### config.mk
export PLATFORM = sky130hd
export DESIGN_NAME = spi_port
export DESIGN_NICKNAME = d
export VERILOG_FILES = /design/src/spi_port_pkg.sv /design/src/spi_port.sv
export SDC_FILE = /design/constraint.sdc
export NUM_CORES = 1
export LEC_CHECK = 0
export BUFFER_PORTS_ARGS = -buffer_cell sky130_fd_sc_hd__clkbuf_2
export CORE_MARGIN = 4
export CORE_UTILIZATION = 57
export DETAILED_ROUTE_END_ITERATION = 8
export PLACE_DENSITY = 0.83
export SLEW_MARGIN = 20
export SYNTH_ARGS = -nofsm -noshare
export SYNTH_HDL_FRONTEND = slang
export SYNTH_SLANG_ARGS = --single-unit
### constraint.sdc
create_clock -name pclk -period 4.62 [get_ports pclk]
set_clock_uncertainty 0.1 [all_clocks]
set_input_delay 0.924 -clock pclk [delete_from_list [all_inputs] [get_ports pclk]]
set_output_delay 0.924 -clock pclk [all_outputs]
set_load 0.02 [all_outputs]
### src/spi_port_pkg.sv
// Function
// - Edge select clear: drive on SCK rise, sample on fall, hold while low.
// - Edge select set: drive on SCK fall, sample on rise, hold while high.
// - Port enable bit switches the serial port on and off.
// - Slave byte completing over an unread buffer sets overflow; byte is lost.
// - Software sets shift go; it stays set and only hardware clears it.
// - Rate codes 0-4 divide pclk by 2 to 32; code 7 halves timer1.
// - Code 5 is slave honouring select, code 6 slave ignoring it.
// - Master mode ignores the slave select input.
// - Serial irq enable gates the read-buffer-full interrupt.
// - Enable register holds timer1, external and tick enables too.
// - Completed byte goes to read buffer, setting full and irq flags.
// - Loaded byte waits, shifting from first SCK edge while shift go.
// - Full irq flag reads 1 after a completed byte.
// - Full flag reads 1 while the read buffer holds a byte.
// - Status bits 3 and 2 make SDO and SCK open-drain.
// - Status bit 4 is the timer1 flag; bits 7 to 5 read 0.
// - Bytes shift most significant bit first both ways.
// - Reading the read buffer clears the full flag.
// - Write buffer rejects writes until the current shift completes.
// - With select honoured, select high idles the slave and frees SDO.
`default_nettype none
package spi_port_pkg;
	// ****************************************************************
	// Bus widths and register map
	// ****************************************************************
	localparam int APB_AW = 8;
	localparam int DATA_W = 32;
	localparam int BYTE_W = 8;
	localparam logic [APB_AW-1:0] IDX_READ_BUF  = 8'h0A;
	localparam logic [APB_AW-1:0] IDX_WRITE_BUF = 8'h0B;
	localparam logic [APB_AW-1:0] IDX_STATUS    = 8'h0C;
	localparam logic [APB_AW-1:0] IDX_CONTROL   = 8'h0D;
	localparam logic [APB_AW-1:0] IDX_IRQ_EN    = 8'h0F;
	localparam logic [APB_AW-1:0] ADDR_READ_BUF  = IDX_READ_BUF << 2;
	localparam logic [APB_AW-1:0] ADDR_WRITE_BUF = IDX_WRITE_BUF << 2;
	localparam logic [APB_AW-1:0] ADDR_STATUS    = IDX_STATUS << 2;
	localparam logic [APB_AW-1:0] ADDR_CONTROL   = IDX_CONTROL << 2;
	localparam logic [APB_AW-1:0] ADDR_IRQ_EN    = IDX_IRQ_EN << 2;
	// ****************************************************************
	// Field positions and codes
	// ****************************************************************
	localparam int CTL_CES = 7;
	localparam int CTL_EN = 6;
	localparam int CTL_OVF = 5;
	localparam int CTL_GO = 4;
	localparam int RATE_W = 3;
	localparam int STS_T1F = 4;
	localparam int STS_SDO_OD = 3;
	localparam int STS_SCK_OD = 2;
	localparam int STS_RXF_IRQ = 1;
	localparam int STS_RXF = 0;
	localparam int IE_W = 4;
	localparam int IE_SERIAL = 2;
	localparam logic [RATE_W-1:0] RATE_SLAVE_SS   = 3'h5;
	localparam logic [RATE_W-1:0] RATE_SLAVE_FREE = 3'h6;
	localparam logic [RATE_W-1:0] RATE_TIMER1     = 3'h7;
	localparam int DIV_W = 5;
	localparam logic [DIV_W-1:0] DIV_ONE = 5'h01;
	localparam int CNT_W = 4;
	localparam logic [CNT_W-1:0] LAST_BIT = 4'h7;
	localparam logic [BYTE_W-1:0] RST_BYTE = 8'h00;
	localparam logic [RATE_W-1:0] RST_RATE = 3'h0;
	localparam logic [IE_W-1:0] RST_IE = 4'h0;
	// ****************************************************************
	// Carriers
	// ****************************************************************
	typedef struct packed {
		logic              psel;
		logic              penable;
		logic              pwrite;
		logic [APB_AW-1:0] paddr;
		logic [DATA_W-1:0] pwdata;
	} apb_req_t;
	typedef struct packed {
		logic              pready;
		logic              pslverr;
		logic [DATA_W-1:0] prdata;
	} apb_rsp_t;
	typedef struct packed {
		logic sck;
		logic sdi;
		logic ss_n;
		logic timer1_output;
	} pin_in_t;
	typedef struct packed {
		logic sck;
		logic sck_oe_n;
		logic sdo;
		logic sdo_oe_n;
	} pin_out_t;
endpackage
`default_nettype wire

### src/spi_port.sv
`default_nettype none
module spi_port (
	// Clock and reset
	input  wire logic                  pclk,
	input  wire logic                  presetn,
	// Register bus
	input  wire spi_port_pkg::apb_req_t apb_req,
	output var  spi_port_pkg::apb_rsp_t apb_rsp,
	// Serial pins
	input  wire spi_port_pkg::pin_in_t  pins_in,
	output var  spi_port_pkg::pin_out_t pins_out,
	// Neighbouring interrupt logic
	input  wire logic                  timer1_irq_event,
	output logic [spi_port_pkg::IE_W-1:0] irq_enable_mask,
	output logic                       serial_irq
);
	import spi_port_pkg::*;

	// ****************************************************************
	// Registers
	// ****************************************************************
	logic [BYTE_W-1:0] read_buffer_q, write_buffer_q, shift_register_q;
	logic              clock_edge_select_q, port_enable_q;
	logic              read_overflow_q, shift_go_q;
	logic [RATE_W-1:0] rate_select_field_q;
	logic              rx_full_q, rx_full_irq_flag_q, timer1_irq_flag_q;
	logic              sdo_open_drain_q, sck_open_drain_q;
	logic [IE_W-1:0]   ie_q;
	logic [CNT_W-1:0]  bit_cnt_q;
	logic              started_q, sck_q, sck_prev_q, t1_prev_q, sdo_q;
	logic [DIV_W-1:0]  div_q;

	// ****************************************************************
	// Bus decode
	// ****************************************************************
	logic access, setup, wr_en, rd_en;
	logic hit_rb, hit_wb, hit_sts, hit_ctl, hit_ie, hit_any;
	logic [BYTE_W-1:0] wbyte, rd_byte;

	assign access  = apb_req.psel & apb_req.penable & apb_rsp.pready;
	assign setup   = apb_req.psel & ~apb_req.penable;
	assign wr_en   = access & apb_req.pwrite;
	assign rd_en   = access & ~apb_req.pwrite;
	assign hit_rb  = apb_req.paddr == ADDR_READ_BUF;
	assign hit_wb  = apb_req.paddr == ADDR_WRITE_BUF;
	assign hit_sts = apb_req.paddr == ADDR_STATUS;
	assign hit_ctl = apb_req.paddr == ADDR_CONTROL;
	assign hit_ie  = apb_req.paddr == ADDR_IRQ_EN;
	assign hit_any = hit_rb | hit_wb | hit_sts | hit_ctl | hit_ie;
	assign wbyte   = apb_req.pwdata[BYTE_W-1:0];

	always_comb begin
		rd_byte = RST_BYTE;
		if (hit_rb) begin
			rd_byte = read_buffer_q;
		end
		if (hit_wb) begin
			rd_byte = write_buffer_q;
		end
		if (hit_sts) begin
			// Status layout, upper bits zero
			rd_byte[STS_T1F]     = timer1_irq_flag_q;
			rd_byte[STS_SDO_OD]  = sdo_open_drain_q;
			rd_byte[STS_SCK_OD]  = sck_open_drain_q;
			rd_byte[STS_RXF_IRQ] = rx_full_irq_flag_q;
			rd_byte[STS_RXF]     = rx_full_q;
		end
		if (hit_ctl) begin
			rd_byte[CTL_CES] = clock_edge_select_q;
			rd_byte[CTL_EN]  = port_enable_q;
			rd_byte[CTL_OVF] = read_overflow_q;
			rd_byte[CTL_GO]  = shift_go_q;
			rd_byte[RATE_W-1:0] = rate_select_field_q;
		end
		if (hit_ie) begin
			rd_byte[IE_W-1:0] = ie_q;
		end
	end

	// ****************************************************************
	// Mode and edge events
	// ****************************************************************
	logic is_master, ss_mode, selected, active, tick, s_rise, s_fall;
	logic drive_ev, samp_ev, done, overflow_ev, copy_ev;
	logic wb_write, rb_read, abort, sdo_d, sck_d;
	logic [DIV_W-1:0] half;
	logic [BYTE_W-1:0] rx_shift;

	// Mode from rate code
	assign is_master = (rate_select_field_q != RATE_SLAVE_SS)
		& (rate_select_field_q != RATE_SLAVE_FREE);
	assign ss_mode = rate_select_field_q == RATE_SLAVE_SS;
	assign selected = is_master | ~ss_mode | ~pins_in.ss_n;
	assign active = port_enable_q & shift_go_q;
	assign half = (DIV_ONE << rate_select_field_q) - DIV_ONE;
	assign tick = (rate_select_field_q == RATE_TIMER1)
		? (pins_in.timer1_output & ~t1_prev_q) : (div_q == half);
	assign s_rise = pins_in.sck & ~sck_prev_q;
	assign s_fall = ~pins_in.sck & sck_prev_q;

	always_comb begin
		drive_ev = 1'b0;
		samp_ev  = 1'b0;
		if (active & selected) begin
			if (is_master) begin
				drive_ev = tick & (sck_q == clock_edge_select_q);
				samp_ev  = tick & (sck_q != clock_edge_select_q);
			end else if (clock_edge_select_q) begin
				drive_ev = s_fall;
				samp_ev  = s_rise;
			end else begin
				drive_ev = s_rise;
				samp_ev  = s_fall;
			end
		end
	end

	assign rx_shift = {shift_register_q[BYTE_W-2:0], pins_in.sdi};
	assign done = samp_ev & (bit_cnt_q == LAST_BIT);
	assign overflow_ev = done & ~is_master & rx_full_q;
	assign copy_ev = done & ~overflow_ev;
	assign wb_write = wr_en & hit_wb & ~started_q;
	assign rb_read = rd_en & hit_rb;
	assign abort = ~port_enable_q | (ss_mode & pins_in.ss_n);
	assign sdo_d = drive_ev ? shift_register_q[BYTE_W-1] : sdo_q;
	assign sck_d = (~is_master | ~active) ? clock_edge_select_q
		: (tick ? ~sck_q : sck_q);

	// ****************************************************************
	// APB response
	// ****************************************************************
	always_ff @(posedge pclk or negedge presetn) begin
		if (!presetn) begin
			apb_rsp <= '0;
		end else begin
			apb_rsp.pready <= setup & ~apb_rsp.pready;
			if (setup) begin
				apb_rsp.pslverr <= ~hit_any;
				apb_rsp.prdata  <= DATA_W'(rd_byte);
			end
		end
	end

	// ****************************************************************
	// Control register
	// ****************************************************************
	always_ff @(posedge pclk or negedge presetn) begin
		if (!presetn) begin
			clock_edge_select_q <= 1'b0;
			port_enable_q       <= 1'b0;
			rate_select_field_q <= RST_RATE;
		end else if (wr_en & hit_ctl) begin
			clock_edge_select_q <= wbyte[CTL_CES];
			port_enable_q       <= wbyte[CTL_EN];
			rate_select_field_q <= wbyte[RATE_W-1:0];
		end
	end

	always_ff @(posedge pclk or negedge presetn) begin
		if (!presetn) begin
			shift_go_q <= 1'b0;
		end else if (wr_en & hit_ctl & wbyte[CTL_GO]) begin
			shift_go_q <= 1'b1;
		end else if (done) begin
			shift_go_q <= 1'b0;
		end
	end

	always_ff @(posedge pclk or negedge presetn) begin
		if (!presetn) begin
			read_overflow_q <= 1'b0;
		end else if (overflow_ev) begin
			read_overflow_q <= 1'b1;
		end else if (wr_en & hit_ctl & ~wbyte[CTL_OVF]) begin
			read_overflow_q <= 1'b0;
		end
	end

	// ****************************************************************
	// Status and enable registers
	// ****************************************************************
	always_ff @(posedge pclk or negedge presetn) begin
		if (!presetn) begin
			rx_full_q <= 1'b0;
		end else if (copy_ev) begin
			rx_full_q <= 1'b1;
		end else if (rb_read | (wr_en & hit_sts & ~wbyte[STS_RXF])) begin
			rx_full_q <= 1'b0;
		end
	end

	always_ff @(posedge pclk or negedge presetn) begin
		if (!presetn) begin
			rx_full_irq_flag_q <= 1'b0;
		end else if (copy_ev) begin
			rx_full_irq_flag_q <= 1'b1;
		end else if (wr_en & hit_sts & ~wbyte[STS_RXF_IRQ]) begin
			rx_full_irq_flag_q <= 1'b0;
		end
	end

	always_ff @(posedge pclk or negedge presetn) begin
		if (!presetn) begin
			timer1_irq_flag_q <= 1'b0;
		end else if (timer1_irq_event) begin
			timer1_irq_flag_q <= 1'b1;
		end else if (wr_en & hit_sts & ~wbyte[STS_T1F]) begin
			timer1_irq_flag_q <= 1'b0;
		end
	end

	always_ff @(posedge pclk or negedge presetn) begin
		if (!presetn) begin
			sdo_open_drain_q <= 1'b0;
			sck_open_drain_q <= 1'b0;
		end else if (wr_en & hit_sts) begin
			sdo_open_drain_q <= wbyte[STS_SDO_OD];
			sck_open_drain_q <= wbyte[STS_SCK_OD];
		end
	end

	always_ff @(posedge pclk or negedge presetn) begin
		if (!presetn) begin
			ie_q <= RST_IE;
		end else if (wr_en & hit_ie) begin
			ie_q <= wbyte[IE_W-1:0];
		end
	end

	always_ff @(posedge pclk or negedge presetn) begin
		if (!presetn) begin
			serial_irq      <= 1'b0;
			irq_enable_mask <= RST_IE;
		end else begin
			serial_irq      <= rx_full_irq_flag_q & ie_q[IE_SERIAL];
			irq_enable_mask <= ie_q;
		end
	end

	// ****************************************************************
	// Buffers and shifter
	// ****************************************************************
	always_ff @(posedge pclk or negedge presetn) begin
		if (!presetn) begin
			read_buffer_q <= RST_BYTE;
		end else if (copy_ev) begin
			read_buffer_q <= rx_shift;
		end else if (wr_en & hit_rb) begin
			read_buffer_q <= wbyte;
		end
	end

	always_ff @(posedge pclk or negedge presetn) begin
		if (!presetn) begin
			write_buffer_q <= RST_BYTE;
		end else if (wb_write) begin
			write_buffer_q <= wbyte;
		end
	end

	always_ff @(posedge pclk or negedge presetn) begin
		if (!presetn) begin
			shift_register_q <= RST_BYTE;
		end else if (wb_write) begin
			shift_register_q <= wbyte;
		end else if (samp_ev) begin
			shift_register_q <= rx_shift;
		end
	end

	always_ff @(posedge pclk or negedge presetn) begin
		if (!presetn) begin
			bit_cnt_q <= '0;
			started_q <= 1'b0;
		end else if (abort | done) begin
			bit_cnt_q <= '0;
			started_q <= 1'b0;
		end else begin
			if (drive_ev | samp_ev) begin
				started_q <= 1'b1;
			end
			if (samp_ev) begin
				bit_cnt_q <= bit_cnt_q + 4'h1;
			end
		end
	end

	// ****************************************************************
	// Master clock generation and edge history
	// ****************************************************************
	always_ff @(posedge pclk or negedge presetn) begin
		if (!presetn) begin
			div_q <= '0;
			sck_q <= 1'b0;
		end else if (~is_master | ~active) begin
			div_q <= '0;
			sck_q <= clock_edge_select_q;
		end else if (tick) begin
			div_q <= '0;
			sck_q <= ~sck_q;
		end else begin
			div_q <= div_q + DIV_ONE;
		end
	end

	always_ff @(posedge pclk or negedge presetn) begin
		if (!presetn) begin
			sck_prev_q <= 1'b0;
			t1_prev_q  <= 1'b0;
			sdo_q      <= 1'b0;
		end else begin
			sck_prev_q <= pins_in.sck;
			t1_prev_q  <= pins_in.timer1_output;
			sdo_q      <= sdo_d;
		end
	end

	// ****************************************************************
	// Pin drivers
	// ****************************************************************
	always_ff @(posedge pclk or negedge presetn) begin
		if (!presetn) begin
			pins_out.sck      <= 1'b0;
			pins_out.sck_oe_n <= 1'b1;
			pins_out.sdo      <= 1'b0;
			pins_out.sdo_oe_n <= 1'b1;
		end else begin
			pins_out.sck <= sck_d;
			pins_out.sck_oe_n <= ~(port_enable_q & is_master
				& (~sck_open_drain_q | ~sck_d));
			pins_out.sdo <= sdo_d;
			pins_out.sdo_oe_n <= ~(port_enable_q & selected
				& (~sdo_open_drain_q | ~sdo_d));
		end
	end
endmodule // spi_port
`default_nettype wire

Yosys cells after proc, flatten, opt, wreduce, memory -nomap -nowiden:

Index checks and enable logic that the tools add are counted.

* latch bits: 0
* word-level logic and storage cells: 164
* RAM bits: 0
* memories: 0
* bits in read-only memories: 0
* flip-flop bits (word level): 71
* output and inout bits: 43
* input port bits: 50

* multipliers: 0
* divide/modulo/power cells: 0
* eq/ne operators: 13
* muxes and demuxes: 36
* order comparisons: 0
* $add $sub $neg: 3
* reduce and logical (&&, ||, !) cells: 9
* shift operators: 1
* bitwise operators: 74

Operator list (number)
* 8-bit two-way mux: 6
* 8-bit by 6-bit == test with 1-bit output (second input constant): 5
* 1-bit AND: 36
* 1-bit NOT: 25
* 1-bit two-way mux: 22
* 2-bit nonzero test: 9
* 4-bit two-way mux: 4
* 5-bit two-way mux: 3
* 1-bit OR: 13
* 3-bit == test (second input constant): 2
* 3-bit != test (second input constant): 2
* 5-bit by 1-bit adder with 5-bit output (second input constant): 1
* 5-bit == test: 1
* 1-bit by 3-bit left shift with 5-bit output (first input constant): 1
* 5-bit by 1-bit subtractor with 5-bit output (second input constant): 1
* 4-bit by 1-bit adder with 4-bit output (second input constant): 1
* 4-bit by 3-bit == test with 1-bit output (second input constant): 1
* 3-bit two-way mux: 1
* 1-bit == test: 1
* 1-bit != test: 1

Logic depth before layout (Yosys ltp):

Gate-level depths: netlist (run 1).

* depth in word-level cells: 13
* gate-level depth with buffers: 13
* depth with buffers taken out: 11

Least setup slack after synthesis (run 1):

Ideal clock, no wire load.

* path type: register to register
* start: register rate_select_field_q[2]
* end: register pins_out[0] (netlist bit)
* clock period less this slack: 3.142 ns
* path buffers: 1
* library setup time: 0.077 ns
* path slack: 1.478 ns
* arrival: 2.965 ns
* required time: 4.443 ns
* cell stages (with the launch flop): 12
* cells stage by stage: dfrtp_1 buf_2 or3_2 ha_1 or4b_1 o311ai_1 xor2_1 o21a_2 o31ai_4 nand3_2 mux2_4 a21o_1

* longest elaborated chain between the ends: 12
* elaborated cells on any way between the ends: 22
* classes of those cells: add/sub: 1; eq/ne: 5; shift: 1; mux: 4; bitwise: 11

Ends and longest elaborated chain
* start, declared: line spi_port.sv:25 `logic [RATE_W-1:0] rate_select_field_q;`
* start signal, assigned: line spi_port.sv:155 `rate_select_field_q <= wbyte[RATE_W-1:0];`
* 1-bit by 3-bit left shift with 5-bit output: line spi_port.sv:95 `assign half = (DIV_ONE << rate_select_field_q) - DIV_ONE;`
* 5-bit by 1-bit subtractor with 5-bit output: line spi_port.sv:95
* 5-bit == test: line spi_port.sv:97 `? (pins_in.timer1_output & ~t1_prev_q) : (div_q == half);`
* 1-bit two-way mux: line spi_port.sv:97
* 1-bit AND: line spi_port.sv:106 `drive_ev = tick & (sck_q == clock_edge_select_q);`
* 1-bit two-way mux: line spi_port.sv:105 `if (is_master) begin`
* 1-bit two-way mux: line spi_port.sv:104 `if (active & selected) begin`
* 1-bit two-way mux: line spi_port.sv:125 `assign sdo_d = drive_ev ? shift_register_q[BYTE_W-1] : sdo_q;`
* 1-bit NOT: line spi_port.sv:333 `& (~sdo_open_drain_q | ~sdo_d));`
* 1-bit OR: line spi_port.sv:333
* 1-bit AND (*): line spi_port.sv:333
* 1-bit NOT (*): line spi_port.sv:332 `pins_out.sdo_oe_n <= ~(port_enable_q & selected`
* end, declared: line spi_port.sv:11 `output var spi_port_pkg::pin_out_t pins_out,`

Every way passes the cells marked *; elsewhere a longest branch is shown, timed or not.
A chain may end at the register's enable or synchronous reset.

Worst setup path in the final report (run 1):

* start: register rate_select_field_q[1]
* end: register bit_cnt_q[3]

* longest elaborated chain between the ends: 10
* elaborated cells on any way between the ends: 22
* classes of those cells: add/sub: 1; eq/ne: 5; shift: 1; mux: 4; bitwise: 10; reduce/logical: 1

Ends and longest elaborated chain
* 1-bit by 3-bit left shift with 5-bit output: line spi_port.sv:95
* 5-bit by 1-bit subtractor with 5-bit output: line spi_port.sv:95
* 5-bit == test: line spi_port.sv:97
* 1-bit two-way mux: line spi_port.sv:97
* 1-bit AND: line spi_port.sv:107 `samp_ev = tick & (sck_q != clock_edge_select_q);`
* 1-bit two-way mux: line spi_port.sv:105
* 1-bit two-way mux: line spi_port.sv:104
* 1-bit AND: line spi_port.sv:119 `assign done = samp_ev & (bit_cnt_q == LAST_BIT);`
* 1-bit OR: line spi_port.sv:275 `end else if (abort | done) begin`
* 4-bit two-way mux or 2-bit nonzero test (tied branches)
* end signal, assigned: line spi_port.sv:283 `bit_cnt_q <= bit_cnt_q + 4'h1;`
* end, declared: line spi_port.sv:29 `logic [CNT_W-1:0] bit_cnt_q;`

Parallel ways exist; a longest one is shown, timed or not.

==> run metrics, run 1 <==
H-tree level count=3; largest buffer count on any clock path=2; Distinct cells, synth=58; final worst-path cycle share=81.4%; global-route wire length before repair=roughly 13 mm; worst hold path type=flop to flop; vias in the first global route=2769; VDD IR max=0.226 mV; fin crit period=3760 ps; CP Capture Type=flop; Post-synth top flop=dfrtp_1; GRT Util Overall=approximately 22%; kind of critical path=flop to flop; Post-route DRC=0; CP arrival=3870 ps; final instance area=4120 um^2; WL/cell=16.5 um; Port Buffers=44; layout cell share with drive strength beyond 1=23.2%; CTS tree=built; Syn Inst Count=362; antenna violations before repair=0; number of synthesized flops with an enable pin=0; drt first pass iters=5; Slew Limit Fails=0; largest net degree at the start of global routing=23; cts repair resizes=0; status=complete, no violations; CTS Hold Bufs=0; Routed Antenna Nets=0; commonest non-fill, non-tap cell in the layout=dfrtp_1; Core Area=6310 um^2; IO Pins=93; Final Hold Fails=0; cell area power density=307 nW/um^2; crit path max fanout=14; Die W=88.3 um; ys async rst share=100%; die area=7800 um^2; worst rel slew slack=between 40% and 50%; post-DR vias/cell=5.74; Detailed Route Iter0 Violations=about 180; layout overhead on the synthesized area=11.9%; most frequent cells in the layout=dfrtp_1, nand2_1, clkbuf_2; CP Launch Type=flop; clk root buf=clkbuf_8; post-CTS setup buffer count=0; total number of vias=2795; synthesized cell area=3680 um^2; Seq cells post-synth=just over 70; std cell rows=29; Starting Density=58.3%; CP required=4730 ps; hpwl dp=5.99 mm; Detailed Route WL=roughly 8.0 mm; Clk pin slew, worst setup/hold paths=about 80 ps; Finish-stage setup viols=0; max-cap violations=0; Avg Inst Size Synth=10.2 um^2; Yosys Warn Count=0; TNS Setup=0 ps; die height=88.3 um; Sink Count=71; clock buffer count from CTS=9; worst skew pair latency=between 300 and 400 ps; sequential element share of the synthesized area=48.4%; Remaining Overflow, GRT=0; Worst-Margin Slew=899 ps; maximum clock rate=0.266 GHz; fin nets=458; diode count=0; Placed Area=3890 um^2; P_leak=just over 2 nW; RSZ-0062 raised after global routing=no; RD Place Congestion=0.836
## synth_stat cells, drive strengths merged (5+ instances only)
| cell type | number | area share (%) |
|---|---|---|
| o21ai | 29 | 3.9 |
| buf | 33 | 6.5 |
| nor2 | 21 | 2.1 |
| or3 | 6 | 1.1 |
| nand2b | 5 | 0.85 |
| a22o | 7 | 1.7 |
| nor3 | 7 | 1.1 |
| a21oi | 10 | 1.5 |
| inv | 5 | 0.51 |
| clkbuf | 7 | 0.71 |
| mux2i | 20 | 5.4 |
| nand3 | 10 | 1.5 |
| nand2 | 56 | 5.7 |
| xor2 | 5 | 1.2 |
| dfrtp | 69 | 47 |
| xnor2 | 5 | 1.2 |
| mux2 | 18 | 5.6 |
## metal layers
metal	GRT usage (%)	vias up	part of all wire, %
met3	4.19	11	4.4
li1	-	1314	-
met5	0	-	0
met2	36.5	74	51
met4	8.38	0	1.7
met1	28.2	1396	42
## path summary, 6_finish.rpt
kind | depth (start not counted) | start | to | slack, ps
worst max-delay path | 11 | rate_select_field_q[1]$_DFFE_PN0P_ | bit_cnt_q[3]$_DFFE_PN0P_ | 860
worst min-delay path | 0 | ie_q[0]$_DFFE_PN0P_ | irq_enable_mask[0]$_DFF_PN0_ | 300
worst max register to register | 11 | rate_select_field_q[1]$_DFFE_PN0P_ | bit_cnt_q[3]$_DFFE_PN0P_ | 860
worst min register to register | 0 | ie_q[0]$_DFFE_PN0P_ | irq_enable_mask[0]$_DFF_PN0_ | 300
max in group asynchronous | 4 | presetn | pins_out[0]$_DFF_PN1_ | 3050
min in group asynchronous | 1 | presetn | apb_rsp[1]$_DFFE_PN0P_ | 380
## flip-flops by register name, summed over array words and instances, names as in the netlist, 4 cells and up
name	cells
ie_q	4
read_buffer_q	8
shift_register_q	8
apb_rsp	10
div_q	5
bit_cnt_q	4
irq_enable_mask	4
write_buffer_q	8
## layout make-up
class,count,area (um^2)
Clock buffer,11,141
Clock inverter,5,81.3
Fill cell,487,2200
Inverter,5,18.8
Multi-Input combinational cell,269,1700
Sequential cell,71,1780
Tap cell,77,96.3
Timing Repair Buffer,49,298
## power by group
part	leakage, nW	internal (mW)	switching, mW
clock network	0.110	0.319	0.233
logic	0.936	0.0234	0.0593
registers	0.972	0.625	0.00313
total	2.02	0.967	0.296
## cell families after synthesis
logic type / synth area share [%]
compound gates: 12.7
xor+xnor: 2.38
fa+ha+maj: 1.02
buf+inv: 7.69
flops: 48.4
mux: 11.1
other cells: 0.102
simple gates: 16.7
## metrics by stage
step | setup WS (ps) | instances | util (%) | hold WS, ps | total power, mW
final | 859 | 487 | 65.2 | 300 | 1.26
after CTS | 910 | 487 | 65.2 | 306 | 1.27
after floorplan | 1480 | 385 | - | 265 | 0.697
after global placement | 1130 | 469 | 60.8 | 283 | 0.715
after detailed placement | 971 | 471 | 61.7 | 289 | 0.722
after global routing | 657 | 487 | 65.2 | 314 | 1.31
## worst max-delay path, stage by stage (launching register included)
cell and delay, ps:
dfrtp_1 520, nand2b_1 260, or2_2 320, ha_1 240, or4b_1 480, o311ai_1 130, xor2_1 250, o21ai_1 160
a21oi_2 740, nand4b_1 230, or3_1 120, a21oi_1 60
Note: power is estimated with default switching activity, not from simulation.
==> run 2: changes to the inputs <==
--- a/config.mk
+++ b/config.mk
@@ -5,11 +5,12 @@
 export SDC_FILE = /design/constraint.sdc
 export NUM_CORES = 1
 export LEC_CHECK = 0
+export ABC_AREA = 1
 export BUFFER_PORTS_ARGS = -buffer_cell sky130_fd_sc_hd__clkbuf_2
 export CORE_MARGIN = 4
-export CORE_UTILIZATION = 57
+export CORE_UTILIZATION = 48
 export DETAILED_ROUTE_END_ITERATION = 8
-export PLACE_DENSITY = 0.83
+export PLACE_DENSITY = 0.74
 export SLEW_MARGIN = 20
 export SYNTH_ARGS = -nofsm -noshare
 export SYNTH_HDL_FRONTEND = slang
==> constraint.sdc (replaced) <==
create_clock -name pclk -period 3.3 [get_ports pclk]
set_clock_uncertainty 0.1 [all_clocks]
set_input_delay 0.66 -clock pclk [delete_from_list [all_inputs] [get_ports pclk]]
set_output_delay 0.66 -clock pclk [all_outputs]
set_load 0.02 [all_outputs]
==> run metrics, run 2 <==
Remaining Overflow, GRT=0; Die W=96.4 um; top post-synthesis cells by area=dfrtp_1, nand2_1, buf_4, nand3_1, inv_1; RSZ-0062 raised after global routing=no; global-route wire length before repair=14.0 mm; Buf/Inv on CP=0; fin nets=569; Final Hold Fails=0; cell mode on critical path=nand2_1; Finish-stage setup viols=0; Int Power=1.43 mW; clk root buf=clkbuf_8; Clk pwr share=45.9%; Distinct cells, synth=41; WL/cell=13.6 um; sequential element share of the synthesized area=47.4%; Post-Place Cells=604; CP Capture Type=flop; layout cell share with drive strength beyond 1=16.5%; cell family with most CP delay=simple AND/OR/NAND/NOR gates; final worst-path cycle share=79.1%; number of synthesized flops with an enable pin=0; Synth top area share=between 40% and 50%; cell with the most instances after synthesis=nand2_1; die height=96.4 um; kind of critical path=flop to flop; fillers=just under 700; P_leak=2.24 nW; most frequent cells in the layout=nand2_1, dfrtp_1, inv_1; Slew Limit Fails=0; std cell rows=31; Detailed Route WL=8.43 mm; Clk pin slew, worst setup/hold paths=around 80 ps; Avg Inst Size Synth=8.02 um^2; Synth top cells by count=nand2_1, dfrtp_1, inv_1, nand3_1, nor2_1; worst skew pair latency=350 ps; post-CTS setup buffer count=0; fin crit period=2610 ps; IO Pins=93; post-DR vias/cell=5.09; CTS Hold Bufs=0; cell area power density=438 nW/um^2; synthesized cell area=~3800 um^2; footprint of the multi-input gates=1610 um^2; antenna violations before repair=0; critical path, cell by cell=nor2_4, nand2_1, ha_1, xor2_1, nand2_1, nor2_1, nand2_1, o21bai_4, nand2_2, a21oi_4, nor2_1, nand2_1, nand2_1; layout overhead on the synthesized area=12.6%; Starting Density=50.7%; Worst-Margin Slew=725 ps; RD Place Congestion=0.874; P_sw=420 uW; Crit-path slowest cell=dfrtp_1; leading area contributor after synthesis=dfrtp_1; CP required=3430 ps; hpwl dp=approximately 6.3 mm; status=complete, no violations; ys async rst share=100%; worst hold path type=primary input to asynchronous set/reset pin; drt first pass iters=6; register share of total power=between 40% and 50%; H-tree level count=3; TNS Setup=0 ps; Port Buffers=44; Core Area=7410 um^2; sw frac=22.6%; CP Launch Type=flop; Routed Antenna Nets=0; Syn Inst Count=468; clock buffer count from CTS=9; Post-synth top flop=dfrtp_1; Post-route DRC=0; die area=9300 um^2; max-cap violations=0; largest net degree at the start of global routing=43; Seq cells post-synth=71; register area=1780 um^2; largest buffer count on any clock path=2; cts repair resizes=0; total number of vias=about 3200; Largest Register=apb_rsp; VDD IR max=0.208 mV; vias in the first global route=3025; crit path max fanout=15; maximum clock rate=0.383 GHz; Sink Count=between 70 and 80; Comb pwr share=6.3%; commonest non-fill, non-tap cell in the layout=nand2_1; Detailed Route Iter0 Violations=392; max FFs per register=10; worst stage delay on the critical path=490 ps; diode count=0; CP arrival=2740 ps; Final Non-Filler Cells=620; GRT Util Overall=19.8%; Yosys Warn Count=0; CTS tree=built; worst rel slew slack=51.7%
==> run 2: changes by cell type in the layout (fill, tap and decap cells not counted), sizes merged, moves of 6 or more <==
cell,delta
mux2i,-20
nand4,+13
nand2,+86
or3,-6
nor2,+19
a22o,-7
nand3,+30
mux2,-18
inv,+47
==> run 2: cells by family after synthesis <==
logic type	count (synthesis)	synth area share [%]
AO/OA/AOI/OAI	49	8.07
XOR/XNOR	9	2.10
adder cells (fa/ha/maj)	3	1.00
buffers and inverters	88	11.9
flip-flops	71	47.4
other	1	0.0999
AND/OR/NAND/NOR	247	29.4
==> run 2: cell type report <==
type	count	share of cell area [%]
Sequential cell	71	42.1
Multi-Input combinational cell	332	38.1
Timing Repair Buffer	48	6.22
Inverter	54	4.80
Clock buffer	11	3.35
Tap cell	99	2.93
Clock inverter	5	2.49
==> run 2: metal layers <==
metal | vias up | share of wire, % | GRT usage (%) | wire (um)
li1 | 1555 | - | - | -
met3 | 19 | 5.7 | 3.87 | 479
met2 | 102 | 47 | 31.1 | 3950
met4 | 0 | 2.5 | 8.76 | 210
met5 | - | 0 | 0 | 0
met1 | 1479 | 45 | 26.6 | 3790
==> run 2: power by group through the flow <==
stage	Sequential (mW)	Clock (mW)	Combinational (mW)
after floorplan	0.911	0	0.0752
after global placement	0.902	0	0.116
after detailed placement	0.903	0	0.117
after CTS	0.886	0.855	0.117
after global routing	0.887	0.898	0.131
final	0.886	0.850	0.117
==> run 2: worst paths after layout <==
kind | to | slack, ps | cells past startpoint | startpoint
max reg2reg | bit_cnt_q[3]$_DFFE_PN0P_ | 690 | 13 | rate_select_field_q[1]$_DFFE_PN0P_
min | shift_go_q$_DFFE_PN0P_ | 270 | 1 | presetn
max | bit_cnt_q[3]$_DFFE_PN0P_ | 690 | 13 | rate_select_field_q[1]$_DFFE_PN0P_
min in group pclk | irq_enable_mask[1]$_DFF_PN0_ | 310 | 0 | ie_q[1]$_DFFE_PN0P_
max in group asynchronous | pins_out[2]$_DFF_PN1_ | 2120 | 2 | presetn
min reg2reg | irq_enable_mask[1]$_DFF_PN0_ | 310 | 0 | ie_q[1]$_DFFE_PN0P_
==> run 2: worst register-to-register path, cell delays in order, from the launching register on <==
cell and delay [ps]:
dfrtp_1 490, nor2_4 170, nand2_1 90, ha_1 310
xor2_1 130, nand2_1 60, nor2_1 90, nand2_1 90
o21bai_4 170, nand2_2 100, a21oi_4 350, nor2_1 180
nand2_1 100, nand2_1 50
==> run 2: through the flow <==
step                hold WS (ps)  setup slack, ps  power, mW  cell area (um^2)  utilization, %
floorplan                    264             1060      0.986              3840               -
global placement             291              731       1.02              3980            53.7
detailed placement           294              702       1.02              3980            53.7
CTS                          277              687       1.86              4230            57.1
global route                 311              434       1.92              4230            57.1
finish                       267              690       1.85              4230            57.1
==> run 3: changes to the inputs <==
==> constraint.sdc (replaced) <==
create_clock -name pclk -period 2.3 [get_ports pclk]
set_clock_uncertainty 0.1 [all_clocks]
set_input_delay 0.46 -clock pclk [delete_from_list [all_inputs] [get_ports pclk]]
set_output_delay 0.46 -clock pclk [all_outputs]
set_load 0.02 [all_outputs]
==> run metrics, run 3 (synthesis results as in run 2) <==
Post-Place Cells=623; CP Launch Type=flop; RSZ-0062 raised after global routing=yes; H-tree level count=3; max FFs per register=10; drt first pass iters=4; Detailed Route WL=8.92 mm; status=finished with violations; worst stage delay on the critical path=460 ps; Remaining Overflow, GRT=0; crit path max fanout=9; Slew Limit Fails=0; critical path, cell by cell=nor2_4, nand2_1, ha_1, xor2_1, nand2_1, nor2_1, nand2_1, o21bai_4, nand2_4, nand2_4, nand4_4, nand3_1, nand3_1; vias in the first global route=3062; sw frac=26.3%; clock buffer count from CTS=9; largest net degree at the start of global routing=38; Post-route DRC=0; CP Capture Type=flop; largest buffer count on any clock path=2; Finish-stage setup viols=24; max layer used=met4; layout cell share with drive strength beyond 1=28.5%; Routed Antenna Nets=0; kind of critical path=flop to flop; Clk pwr share=37.0%; clk root buf=clkbuf_8; Crit-path slowest cell=dfrtp_2; Layout Utilization=62.0%; Placed Area=4150 um^2; RD Place Congestion=0.843; Detailed Route Iter0 Violations=164; Int Power=~1.7 mW; fillers=around 640; final worst-path cycle share=103%; Largest Register=apb_rsp; diode count=0; worst setup margin=-64.6 ps; max-cap violations=0; maximum clock rate=0.423 GHz; most frequent cells in the layout=nand2_1, dfrtp_1, clkbuf_2; commonest non-fill, non-tap cell in the layout=nand2_1; Comb pwr share=7.8%; IO Pins=93; std cell rows=31; Final Hold Fails=0; P_sw=607 uW; Starting Density=50.7%; worst skew pair latency=350 ps; failing checks=setup timing; pre-CTS setup slack=-204 ps; fin crit period=between 2000 and 2500 ps; Metal-1 WL=3.79 mm; global-route wire length before repair=14.3 mm; CTS tree=built; hpwl dp=roughly 6.6 mm; Sink Count=71; Clk pin slew, worst setup/hold paths=80 ps; worst rel slew slack=about 62%; metal2 WL=4.43 mm; post-DR vias/cell=5.10; layout overhead on the synthesized area=22.3%; Die W=96.4 um; Final Non-Filler Cells=649; total number of vias=3309; fin nets=598; die area=9300 um^2; Core Area=around 7400 um^2; GRT Util Overall=between 20% and 30%; P_leak=2.42 nW; Worst-Margin Slew=around 560 ps; cell area power density=502 nW/um^2; Met3 Wirelength=510 um; register share of total power=55.1%; final instance area=4590 um^2; CP arrival=2500 ps; WL/cell=13.7 um; cell mode on critical path=nand2_1; die height=between 90 and 100 um; VDD IR max=between 0.2 and 0.25 mV; worst hold path type=primary input to flop; antenna violations before repair=0; Port Buffers=44; CP required=around 2400 ps
==> run 3: what timing repair did <==
item,CTS,global route
resized for setup,15,44
hold buffers,1,0
cloned,1,0
endpoints found under the setup margin,26,34
pin swaps,7,12
endpoints found under the hold margin,16,0
buffers inserted,3,5
==> run 3: critical path, delay by kind of cell (launching register included) <==
kind,cells,cell delay [ps]
AOI/OAI and AO/OA,1,180
DFF,1,460
xor gates and xnor gates,1,140
and+or+nand+nor,10,1080
adders and majority gates,1,280
==> run 3: layout make-up <==
cell class	count	area, um^2	area share [%]
Multi-Input combinational cell	333	1800	39.2
Sequential cell	71	1780	38.8
Timing Repair Buffer	76	512	11.1
Inverter	54	210	4.58
Clock buffer	10	128	2.78
Tap cell	99	124	2.70
Clock inverter	6	37.5	0.818
==> run 3: routing by layer <==
layer / global-route usage (%) / vias up
met5: 0 / -
met4: 9.58 / 0
met3: 3.41 / 14
met2: 31.6 / 99
met1: 27.3 / 1579
li1: - / 1617
==> run 3: final timing paths <==
| check | endpoint | start | slack [ps] | cells after the start |
|---|---|---|---|---|
| max in group asynchronous | pins_out[0]$_DFF_PN1_ | presetn | 930 | 3 |
| min reg2reg | irq_enable_mask[1]$_DFF_PN0_ | ie_q[1]$_DFFE_PN0P_ | 310 | 0 |
| min | t1_prev_q$_DFF_PN0_ | pins_in[0] | 120 | 1 |
| max reg2reg | read_buffer_q[3]$_DFFE_PN0P_ | rate_select_field_q[1]$_DFFE_PN0P_ | -60 | 13 |
| min in group asynchronous | div_q[4]$_DFF_PN0_ | presetn | 490 | 2 |
| max | read_buffer_q[3]$_DFFE_PN0P_ | rate_select_field_q[1]$_DFFE_PN0P_ | -60 | 13 |
==> run 3: power by group through the flow <==
stage | Clock, mW | Combinational, mW | Sequential [mW]
after floorplan | 0 | 0.108 | 1.31
after global placement | 0 | 0.170 | 1.29
after detailed placement | 0 | 0.173 | 1.30
after CTS | 0.874 | 0.178 | 1.27
after global routing | 0.927 | 0.203 | 1.27
final | 0.854 | 0.181 | 1.27
==> run 3: metrics by stage <==
stage / hold WS (ps) / total power [mW] / TNS (ps)
floorplan: 64.4 / 1.41 / 0
global route: 129 / 2.40 / -4950
global placement: 291 / 1.46 / -1700
detailed placement: 293 / 1.47 / -3480
finish: 124 / 2.31 / -866
CTS: 114 / 2.32 / -1140
